File: src/common/pad_cell_pkg.sv
// constants, configuration layout and carriers for the pad cell
// Summary of operation
// - bidirectional buffer with SDR/DDR registers both ways
// - per path, bypass or delay/half-rate route select, both registered
// - data registers use only core clocks
// - half-rate stage runs on core full-rate clock at hrPhase edges
// - full-rate stage runs on core full-rate clock
// - bank holds four lanes of 12 pins
// - input captures SDR/DDR, delivers half/full rate
// - output takes half/full rate, drives SDR/DDR
// - enable takes half/full rate, drives SDR only
// - clock enable, async/sync reset, bypass per path
// - per-pin delay chain on input and output
// - open drain drives low only, else released
// - keeper starts at user mode, latches pad
// - keeper holds last level while net undriven
// - keeper and pull-up exclude each other
// - pull-up only in user mode on user pins
// - slew 0 slow, 1 fast, default 1
// - edge boost 0 off, 1 on, default on
// - swing code 0..3, default 2
package pad_cell_pkg;
   localparam int          LANES_PER_BANK = 4;    // lanes in one bank
   localparam int          PINS_PER_LANE  = 12;   // pins in one lane
   localparam int          ADDR_W         = 8;    // register address width
   localparam int          DLY_TAPS       = 8;    // delay chain length
   localparam logic [7:0]  OFS_CONFIG     = 8'h00; // configuration word
   localparam logic [7:0]  OFS_STATUS     = 8'h04; // status word
   localparam logic [0:0]  SLEW_SLOW      = 1'h0; // slow edge code
   localparam logic [0:0]  SLEW_FAST      = 1'h1; // fast edge code
   localparam logic [0:0]  BOOST_OFF      = 1'h0; // edge boost disabled
   localparam logic [0:0]  BOOST_ON       = 1'h1; // edge boost enabled
   localparam logic [1:0]  SWING_LOW      = 2'h0; // low swing
   localparam logic [1:0]  SWING_MED_LOW  = 2'h1; // medium low swing
   localparam logic [1:0]  SWING_MED_HIGH = 2'h2; // medium high swing
   localparam logic [1:0]  SWING_HIGH     = 2'h3; // high swing

   // configuration word, msb first
   typedef struct packed {
      logic [6:0] rsvd;       // reads zero
      logic [2:0] outDelay;   // output delay tap
      logic [2:0] inDelay;    // input delay tap
      logic       userPin;    // pin is a general user pin
      logic       diffMode;   // differential signalling
      logic       odtSeries;  // series on_die_termination in use
      logic [1:0] diffSwing;  // diff_swing_level code
      logic       edgeBoost;  // edge_boost_enable
      logic       slewFast;   // slew code
      logic       pullupEn;   // weak pull-up request
      logic       keeperEn;   // keeper request
      logic       openDrain;  // open-drain output
      logic       syncReset;  // path reset is synchronous
      logic       oeHalf;     // enable path half rate
      logic       outHalf;    // output path half rate
      logic       inHalf;     // input path half rate
      logic       outDdr;     // output double rate
      logic       inDdr;      // input double rate
      logic       oeBypass;   // enable path skips delay and half rate
      logic       outBypass;  // output path skips delay and half rate
      logic       inBypass;   // input path skips delay and half rate
   } cfg_t;

   // configuration after reset
   localparam cfg_t CFG_RESET = '{slewFast: SLEW_FAST, edgeBoost: BOOST_ON,
                                  diffSwing: SWING_MED_HIGH, default: '0};

   // static pad options toward the buffer
   typedef struct packed {
      logic       keepOn;     // keeper active
      logic       keepLevel;  // level the keeper holds
      logic       pullupOn;   // weak pull-up active
      logic       slewFast;   // effective slew
      logic       edgeBoost;  // effective edge boost
      logic [1:0] diffSwing;  // effective swing code
   } pad_opt_t;
endpackage : pad_cell_pkg

File: src/core/pad_cell.sv
// one programmable pad cell: input, output and enable paths plus pad options
`timescale 1ns/100ps
module pad_cell #(
   parameter logic [1:0] LANE_IDX = 2'h0,  // lane of this pin in its bank
   parameter logic [3:0] PIN_IDX  = 4'h0   // pin within its lane
) (
   input  wire logic                         clk_sys,      // full-rate core clock
   input  wire logic                         rst,          // global reset
   input  wire logic                         hrPhase,      // half-rate core clock edge marker
   input  wire logic                         clkEn,        // data path clock enable
   input  wire logic                         pathRst,      // data path reset from core
   input  wire logic                         configDone,   // device entered user mode
   input  wire logic [pad_cell_pkg::ADDR_W-1:0] regAddr,   // register address
   input  wire logic [31:0]                  regWrData,    // register write data
   input  wire logic                         regWr,        // write strobe
   input  wire logic                         regRd,        // read strobe
   output logic      [31:0]                  regRdData,    // read data, cycle after strobe
   input  wire logic [3:0]                   coreTxData,   // data to pad, pair 0 low
   input  wire logic [1:0]                   coreOeReq,    // enable to pad
   output logic      [3:0]                   coreRxData,   // data from pad, pair 0 low
   output logic                              coreRxValid,  // rx word strobe
   input  wire logic                         padIn,        // pad input level
   output logic                              padOutRise,   // level for clock-high half
   output logic                              padOutFall,   // level for clock-low half
   output logic                              padOe,        // buffer drives the pad
   output pad_cell_pkg::pad_opt_t            padOpt        // static pad options
);

   // control state on the global reset
   typedef struct packed {
      pad_cell_pkg::cfg_t     cfg;       // configuration word
      logic [31:0]            rdData;    // read answer
      logic                   userMode;  // user mode reached
      pad_cell_pkg::pad_opt_t opt;       // pad options
   } ctl_t;

   // data path state on the path reset
   typedef struct packed {
      logic                   inMeta;     // pad sync first stage
      logic                   inSync;     // pad sync second stage
      logic                   fallMeta;   // falling capture sync first stage
      logic                   fallSync;   // falling capture sync second stage
      logic [7:0]             riseDly;    // input delay chain, rise bit
      logic [7:0]             fallDly;    // input delay chain, fall bit
      logic [1:0]             inPair;     // first pair of a half-rate word
      logic [3:0]             rxData;     // word to core
      logic                   rxValid;    // word strobe to core
      logic [1:0]             txHi;       // second pair of a half-rate word
      logic                   oeHi;       // second enable of a half-rate word
      logic [7:0]             outRDly;    // output delay chain, rise bit
      logic [7:0]             outFDly;    // output delay chain, fall bit
      logic [7:0]             oeDly;      // enable delay chain
      logic                   outRise;    // rise level to buffer
      logic                   outFall;    // fall level to buffer
      logic                   outOe;      // enable to buffer
      logic                   keepLevel;  // level the keeper holds
   } dp_t;

   ctl_t ctl_ff;        // registered control
   ctl_t nxt_ctl;       // next control
   dp_t  dp_ff;         // registered data path
   dp_t  nxt_dp;        // next data path
   logic fallCap_ff;    // falling-edge pad capture
   logic dpAsyncClr;    // async path clear

   // pick one tap of a delay chain
   function automatic logic dlyTap(input logic [7:0] chain, input logic [2:0] sel);
      dlyTap = chain[sel];
   endfunction

   // async path clear when the async option is chosen
   assign dpAsyncClr = rst | (pathRst & ~ctl_ff.cfg.syncReset);

   // falling-edge capture of the pad, the second half of a DDR bit pair
   always_ff @(negedge clk_sys or posedge dpAsyncClr) begin
      if (dpAsyncClr) begin
         fallCap_ff <= 1'h0;
      end else begin
         fallCap_ff <= padIn;
      end
   end

   // control next state: register port, user mode and pad options
   always_comb begin
      pad_cell_pkg::cfg_t wcfg;  // decoded write value
      wcfg = pad_cell_pkg::cfg_t'(regWrData);
      nxt_ctl = ctl_ff;
      nxt_ctl.rdData = 32'h0000_0000;
      // configuration write
      if (regWr && regAddr == pad_cell_pkg::OFS_CONFIG) begin
         nxt_ctl.cfg = wcfg;
         nxt_ctl.cfg.rsvd = '0;
         // keeper wins when both are asked for
         if (wcfg.keeperEn) begin
            nxt_ctl.cfg.pullupEn = 1'h0;
         end else if (wcfg.pullupEn) begin
            nxt_ctl.cfg.keeperEn = 1'h0;
         end
      end
      // read answer, unmapped reads zero
      if (regRd) begin
         unique case (regAddr)
            pad_cell_pkg::OFS_CONFIG: begin
               nxt_ctl.rdData = 32'(ctl_ff.cfg);
            end
            pad_cell_pkg::OFS_STATUS: begin
               nxt_ctl.rdData = {20'h0_0000, LANE_IDX, PIN_IDX,
                                 ctl_ff.opt.pullupOn, ctl_ff.opt.keepOn,
                                 dp_ff.keepLevel, dp_ff.inSync,
                                 dp_ff.outOe, ctl_ff.userMode};
            end
            default: begin
               nxt_ctl.rdData = 32'h0000_0000;
            end
         endcase
      end
      // user mode is entered once and kept
      if (configDone) begin
         nxt_ctl.userMode = 1'h1;
      end
      // keeper only in user mode
      nxt_ctl.opt.keepOn = ctl_ff.cfg.keeperEn & nxt_ctl.userMode;
      nxt_ctl.opt.keepLevel = dp_ff.keepLevel;
      // pull-up only in user mode, on user pins, never with keeper
      nxt_ctl.opt.pullupOn = ctl_ff.cfg.pullupEn & ~ctl_ff.cfg.keeperEn
                             & ctl_ff.cfg.userPin & nxt_ctl.userMode;
      // slew setting has no effect under series termination
      nxt_ctl.opt.slewFast = ctl_ff.cfg.odtSeries ? pad_cell_pkg::SLEW_SLOW
                                                  : ctl_ff.cfg.slewFast;
      nxt_ctl.opt.edgeBoost = ctl_ff.cfg.edgeBoost;
      nxt_ctl.opt.diffSwing = ctl_ff.cfg.diffSwing;
   end

   // control registers
   always_ff @(posedge clk_sys or posedge rst) begin
      if (rst) begin
         ctl_ff.cfg      <= pad_cell_pkg::CFG_RESET;
         ctl_ff.rdData   <= 32'h0000_0000;
         ctl_ff.userMode <= 1'h0;
         ctl_ff.opt      <= '{slewFast: pad_cell_pkg::SLEW_FAST, edgeBoost: pad_cell_pkg::BOOST_ON,
                              diffSwing: pad_cell_pkg::SWING_MED_HIGH, default: '0};
      end else begin
         ctl_ff <= nxt_ctl;
      end
   end

   // data path next state
   always_comb begin
      logic [1:0] pair;    // captured pair, rise bit low
      logic       rBit;    // rise bit out of the delay chain
      logic       fBit;    // fall bit out of the delay chain
      logic [1:0] txPair;  // pair launched this cycle
      logic       oeBit;   // enable launched this cycle
      logic       odOe;    // enable after open-drain gating
      pair   = 2'h0;
      rBit   = 1'h0;
      fBit   = 1'h0;
      txPair = 2'h0;
      oeBit  = 1'h0;
      odOe   = 1'h0;
      nxt_dp = dp_ff;
      // pad synchronisers run free
      nxt_dp.inMeta   = padIn;
      nxt_dp.inSync   = dp_ff.inMeta;
      nxt_dp.fallMeta = fallCap_ff;
      nxt_dp.fallSync = dp_ff.fallMeta;
      nxt_dp.rxValid  = 1'h0;
      // synchronous path clear when chosen
      if (pathRst && ctl_ff.cfg.syncReset) begin
         nxt_dp = '0;
         nxt_dp.inMeta   = padIn;
         nxt_dp.inSync   = dp_ff.inMeta;
         nxt_dp.fallMeta = fallCap_ff;
         nxt_dp.fallSync = dp_ff.fallMeta;
         nxt_dp.keepLevel = dp_ff.keepLevel;
      end else if (clkEn) begin
         // input delay chains
         nxt_dp.riseDly = {dp_ff.riseDly[6:0], dp_ff.inSync};
         nxt_dp.fallDly = {dp_ff.fallDly[6:0], dp_ff.fallSync};
         if (ctl_ff.cfg.inBypass) begin
            rBit = dp_ff.inSync;
            fBit = dp_ff.fallSync;
         end else begin
            rBit = dlyTap(dp_ff.riseDly, ctl_ff.cfg.inDelay);
            fBit = dlyTap(dp_ff.fallDly, ctl_ff.cfg.inDelay);
         end
         // rise bit first, fall bit second in DDR
         pair = ctl_ff.cfg.inDdr ? {fBit, rBit} : {1'h0, rBit};
         // hand to core at half or full rate
         if (ctl_ff.cfg.inHalf && !ctl_ff.cfg.inBypass) begin
            if (hrPhase) begin
               nxt_dp.rxData  = {pair, dp_ff.inPair};
               nxt_dp.rxValid = 1'h1;
            end else begin
               nxt_dp.inPair = pair;
            end
         end else begin
            nxt_dp.rxData  = {2'h0, pair};
            nxt_dp.rxValid = 1'h1;
         end
         // output pair and enable from core at half or full rate
         if (ctl_ff.cfg.outHalf && !ctl_ff.cfg.outBypass) begin
            if (hrPhase) begin
               txPair = coreTxData[1:0];
               nxt_dp.txHi = coreTxData[3:2];
            end else begin
               txPair = dp_ff.txHi;
            end
         end else begin
            txPair = coreTxData[1:0];
         end
         if (ctl_ff.cfg.oeHalf && !ctl_ff.cfg.oeBypass) begin
            if (hrPhase) begin
               oeBit = coreOeReq[0];
               nxt_dp.oeHi = coreOeReq[1];
            end else begin
               oeBit = dp_ff.oeHi;
            end
         end else begin
            oeBit = coreOeReq[0];
         end
         // single rate repeats the rise bit in both halves
         if (!ctl_ff.cfg.outDdr) begin
            txPair[1] = txPair[0];
         end
         // output delay chains
         nxt_dp.outRDly = {dp_ff.outRDly[6:0], txPair[0]};
         nxt_dp.outFDly = {dp_ff.outFDly[6:0], txPair[1]};
         nxt_dp.oeDly   = {dp_ff.oeDly[6:0], oeBit};
         if (ctl_ff.cfg.outBypass) begin
            nxt_dp.outRise = coreTxData[0];
            nxt_dp.outFall = ctl_ff.cfg.outDdr ? coreTxData[1] : coreTxData[0];
         end else begin
            nxt_dp.outRise = ctl_ff.cfg.outDelay == 3'h0 ? txPair[0]
                             : dlyTap(dp_ff.outRDly, 3'(ctl_ff.cfg.outDelay - 3'h1));
            nxt_dp.outFall = ctl_ff.cfg.outDelay == 3'h0 ? txPair[1]
                             : dlyTap(dp_ff.outFDly, 3'(ctl_ff.cfg.outDelay - 3'h1));
         end
         if (ctl_ff.cfg.oeBypass) begin
            nxt_dp.outOe = coreOeReq[0];
         end else begin
            nxt_dp.outOe = ctl_ff.cfg.outDelay == 3'h0 ? oeBit
                           : dlyTap(dp_ff.oeDly, 3'(ctl_ff.cfg.outDelay - 3'h1));
         end
         // open drain: release instead of driving high
         if (ctl_ff.cfg.openDrain) begin
            odOe = nxt_dp.outOe & ~nxt_dp.outRise;
            nxt_dp.outOe   = odOe;
            nxt_dp.outRise = 1'h0;
            nxt_dp.outFall = 1'h0;
         end
      end
      // keeper: latch at user-mode entry, then follow the last level
      if (ctl_ff.cfg.keeperEn) begin
         if (!ctl_ff.userMode) begin
            nxt_dp.keepLevel = dp_ff.inSync;
         end else if (dp_ff.outOe) begin
            nxt_dp.keepLevel = dp_ff.outRise;
         end else begin
            nxt_dp.keepLevel = dp_ff.inSync;
         end
      end
   end

   // data path registers, all on the full-rate core clock
   always_ff @(posedge clk_sys or posedge dpAsyncClr) begin
      if (dpAsyncClr) begin
         dp_ff <= '0;
      end else begin
         dp_ff <= nxt_dp;
      end
   end

   // outputs straight from registers
   assign regRdData   = ctl_ff.rdData;
   assign coreRxData  = dp_ff.rxData;
   assign coreRxValid = dp_ff.rxValid;
   assign padOutRise  = dp_ff.outRise;
   assign padOutFall  = dp_ff.outFall;
   assign padOe       = dp_ff.outOe;
   assign padOpt      = ctl_ff.opt;

endmodule : pad_cell  // pad_cell

File: config.mk
export PLATFORM = sky130hd
export DESIGN_NAME = pad_cell
export DESIGN_NICKNAME = d
export VERILOG_FILES = /design/src/common/pad_cell_pkg.sv /design/src/core/pad_cell.sv
export SDC_FILE = /design/constraint.sdc
export NUM_CORES = 1
export LEC_CHECK = 0
export BUFFER_PORTS_ARGS = -buffer_cell sky130_fd_sc_hd__buf_2
export CORE_MARGIN = 2
export CORE_UTILIZATION = 50
export CTS_CLUSTER_DIAMETER = 40
export CTS_CLUSTER_SIZE = 16
export DETAILED_ROUTE_END_ITERATION = 10
export PLACE_DENSITY_LB_ADDON = 0.2
export SYNTH_ARGS = -nofsm -noshare
export SYNTH_HDL_FRONTEND = slang
export SYNTH_SLANG_ARGS = --single-unit
File: constraint.sdc
create_clock -name clk_sys -period 4.9 [get_ports clk_sys]
set_input_delay 0.98 -clock clk_sys [delete_from_list [all_inputs] [get_ports clk_sys]]
set_output_delay 0.98 -clock clk_sys [all_outputs]
set_load 0.01 [all_outputs]
; ---- Yosys cells after proc, flatten, opt, wreduce, memory -nomap -nowiden
; Cells that the tools add are included.
; Widths: inputs -> output; s select.
[totals]
in_bits = 55
wordCells = 129
reg_bits = 124
[classes]
n_bitwise = 10
eq_ne = 3
n_reduce_logical = 19
mux = 47
addsub = 1
order_cmp = 2
[op_table]
columns = cell, n
row1 = $mux 53, 2
row2 = $pmux 25 s2, 1
row3 = $mux 1, 25
row4 = $mux 25, 1
row5 = $mux 2, 10
row6 = $bmux 1 s3, 5
row7 = $mux 5, 2
row8 = $reduce_bool 2->1, 5
row9 = $reduce_and 3->1, 3
row10 = $eq 8x3->1 const B, 1
row11 = $logic_not 8->1, 1
row12 = $lt 3x4->1 const B, 2
row13 = $and 1x1->1, 6
row14 = $logic_and 1x1->1, 5
row15 = $logic_not 1->1, 3
row16 = $logic_not 3->1, 1
row17 = $mux 3, 1
row18 = $ne 3x3->1 const B, 1
row19 = $not 1->1, 3
row20 = $sub 3x1->3 const B, 1
row21 = $ne 2x1->1 const B, 1
row22 = $reduce_and 2->1, 1
row23 = $or 1x1->1, 1

; ---- Logic depth before layout (Yosys ltp)
[logic_depth]
ltp_word = 13
depth_mapped = 8

==> out/qor.txt <==
H-tree level count - 4
CTS Sinks - 117
asr flop ratio synth - 1.00
cts bufs inserted - 17
PortBufs - 87
Setup crit start - padIn
Syn. warnings - 0
crit path DAT - 1.09 ns
Area Growth Syn to Fin - 16.3%
Crit. End Element - flip-flop
first-pass GRT wire length - 17,200 um
final WL - 10,400 um
Synth top area share - 0.512
maximum VDD drop - 224 uV
clock latency on the worst-skew pair - 0.50 ns
largest net degree at the start of global routing - 59
final instance area - 6260 um^2
critical path class - primary input to flip-flop
full die area - 11,600 um^2
Chip Width - 108 um
Crit-path slowest cell - buf_2
Total GRT Usage - 0.194
post_cts resized - 0
FF/Latch Area - 2940 um^2
crit path max fanout - 2
most frequent cell after synthesis - dfrtp_1
Yosys top cell by area - dfrtp_1
Post-Synthesis Cells - 428
Leak - 3.25 nW
Worst-path clk slew - 0.05 ns
Via Count - 3,278
initial detailed-routing violation count - 195
Max clock buf depth - 2
post-route ant nets - 0
Routed wire per std cell - 16.5 um
top cells by count, synth - dfrtp_1 (110), nor2_1 (54), mux2i_1 (47), buf_4 (44), and3_1 (20)
router iterations before antenna repair - 4
number of antenna violations at the first check in global routing - 0
Fillers - 849
Site Rows - 37
Synth cell types - 47
Die Height - 108 um
CP bufs+invs - 1
worst r2r src - ctl_ff[48]
Hold Slack - 0.346 ns
Synth Register Bits - 117
Worst Hold Class - flip-flop to flip-flop
EDFF count, synth - 0
status - complete, no violations
vias per cell - 5.22
postcts setup bufs - 0
RSZ-0062 raised after global routing - no
layout cell share with drive strength beyond 1 - 0.323
Worst-Margin Slew - 0.790 ns
hold_sp - dp_ff[57]
Final Power - 2.83 mW
top cells by area, synth - dfrtp_1 (51%), mux2i_1 (8.7%), buf_4 (6.1%), mux4_1 (3.9%), nor2_1 (3.8%)
Worst slew margin - 0.474
DPL Wire Length - 6980 um
total grt overflow - 0
CP required - 2.74 ns
final setup vio count - 0
Setup Skew - 0.0661 ns
cts hold-fix bufs - 0
Syn Area/Cell - 12.6 um^2
Seq/Total Area, Yosys - 0.546
Final Hold Viols - 0
routability congestion estimate from global placement - 0.749
cell area after synthesis - 5380 um^2
CP max stage delay - 0.11 ns
Ports - 102
root buf cell - clkbuf_8
CP delay by family, top - buffers and inverters
Most used DFF post-synth - dfrtp_1
Core ar. - 10,400 um^2
Startpoint Class - primary input
vias in the first global route - 3,370
CP cell instances - buf_2
maxcap violations - 0
fin nets - 536
Slew Viols, Final - 0
final core area utilization - 0.604
DP Area - 5600 um^2
ANT cells - 0
TNS Setup - 0 ns
area of the multi-input gates - 2010 um^2
Initial Utilization - 0.519
CTS tree - done
PwrDens - 452 nW/um^2
residual DRC count - 0
[state kept, by name, indices dropped and copies added, names as in the netlist]
signal	flops
dp_ff	50
ctl_ff	26
regRdData	25
padOpt	7
coreRxData	4
coreRxValid	1
fallCap_ff	1
padOe	1
padOutFall	1
padOutRise	1
[kinds of logic (layout without fill, tap and decap cells)]
logic type	after synthesis	after routing	share of synthesized area
buffers and inverters	72	130	0.0879
AO/OA/AOI/OAI	31	31	0.0421
other	1	7	0.000697
AND/OR/NAND/NOR	119	119	0.117
flip-flops	117	117	0.546
XOR/XNOR	1	1	0.00163
multiplexers	85	85	0.200
adder cells (fa/ha/maj)	2	2	0.00465
[cell type report]
type	instances	share of cell area
Clock inverter	12	0.0320
Timing Repair Buffer	91	0.0744
Clock buffer	20	0.0728
Tap cell	136	0.0272
Sequential cell	117	0.469
Multi-Input combinational cell	245	0.320
Inverter	7	0.00420
[report_power, final]
part | internal, mW | leakage, nW | switching, mW
Sequential | 1.09 | 1.51 | 0.0942
Combinational | 0.155 | 1.42 | 0.148
Clock | 0.917 | 0.313 | 0.422
Total | 2.17 | 3.25 | 0.664
[final timing paths]
path,slack (ns),cells after the start,endpoint
min,0.35,0,dp_ff[56]
min reg2reg,0.35,0,dp_ff[56]
max in group asynchronous,1.86,2,fallCap_ff
min in group asynchronous,0.69,3,ctl_ff[63]
max reg2reg,1.98,2,fallCap_ff
max,1.65,1,fallCap_ff
[per-stage QoR]
stage	setup slack, ns	cells
after floorplan	0.338	434
after global placement	1.21	596
after detailed placement	1.20	596
after CTS	1.66	628
after global routing	1.67	628
final	1.65	628
[layout by cell type (no fill, tap or decap), types with 3 or more instances in the layout]
| cell | count |
|---|---|
| conb_1 | 7 |
| nor2b_1 | 8 |
| o22ai_1 | 3 |
| nand2b_1 | 3 |
| mux4_1 | 8 |
| nand2_1 | 11 |
| and3_1 | 20 |
| bufinv_16 | 5 |
| mux2_4 | 10 |
| mux2_2 | 10 |
| o21ai_0 | 5 |
| buf_2 | 87 |
| nor2_1 | 54 |
| mux2_1 | 8 |
| dfstp_2 | 6 |
| inv_1 | 6 |
| and2_1 | 4 |
| mux2i_1 | 47 |
| clkbuf_16 | 16 |
| a22oi_1 | 8 |
| clkinvlp_4 | 3 |
| buf_4 | 4 |
| a21oi_1 | 3 |
| dfrtp_1 | 110 |
| nand3_1 | 5 |
| clkbuf_8 | 4 |
[metal layers]
| metal | up-vias | part of all wire | track usage |
|---|---|---|---|
| li1 | 1552 | - | - |
| met1 | 1639 | 0.46 | 0.265 |
| met2 | 80 | 0.48 | 0.301 |
| met3 | 7 | 0.045 | 0.0508 |
| met4 | 0 | 0.0098 | 0.0687 |
| met5 | - | 0 | 0 |
Note: power is estimated with default switching activity, not from simulation.
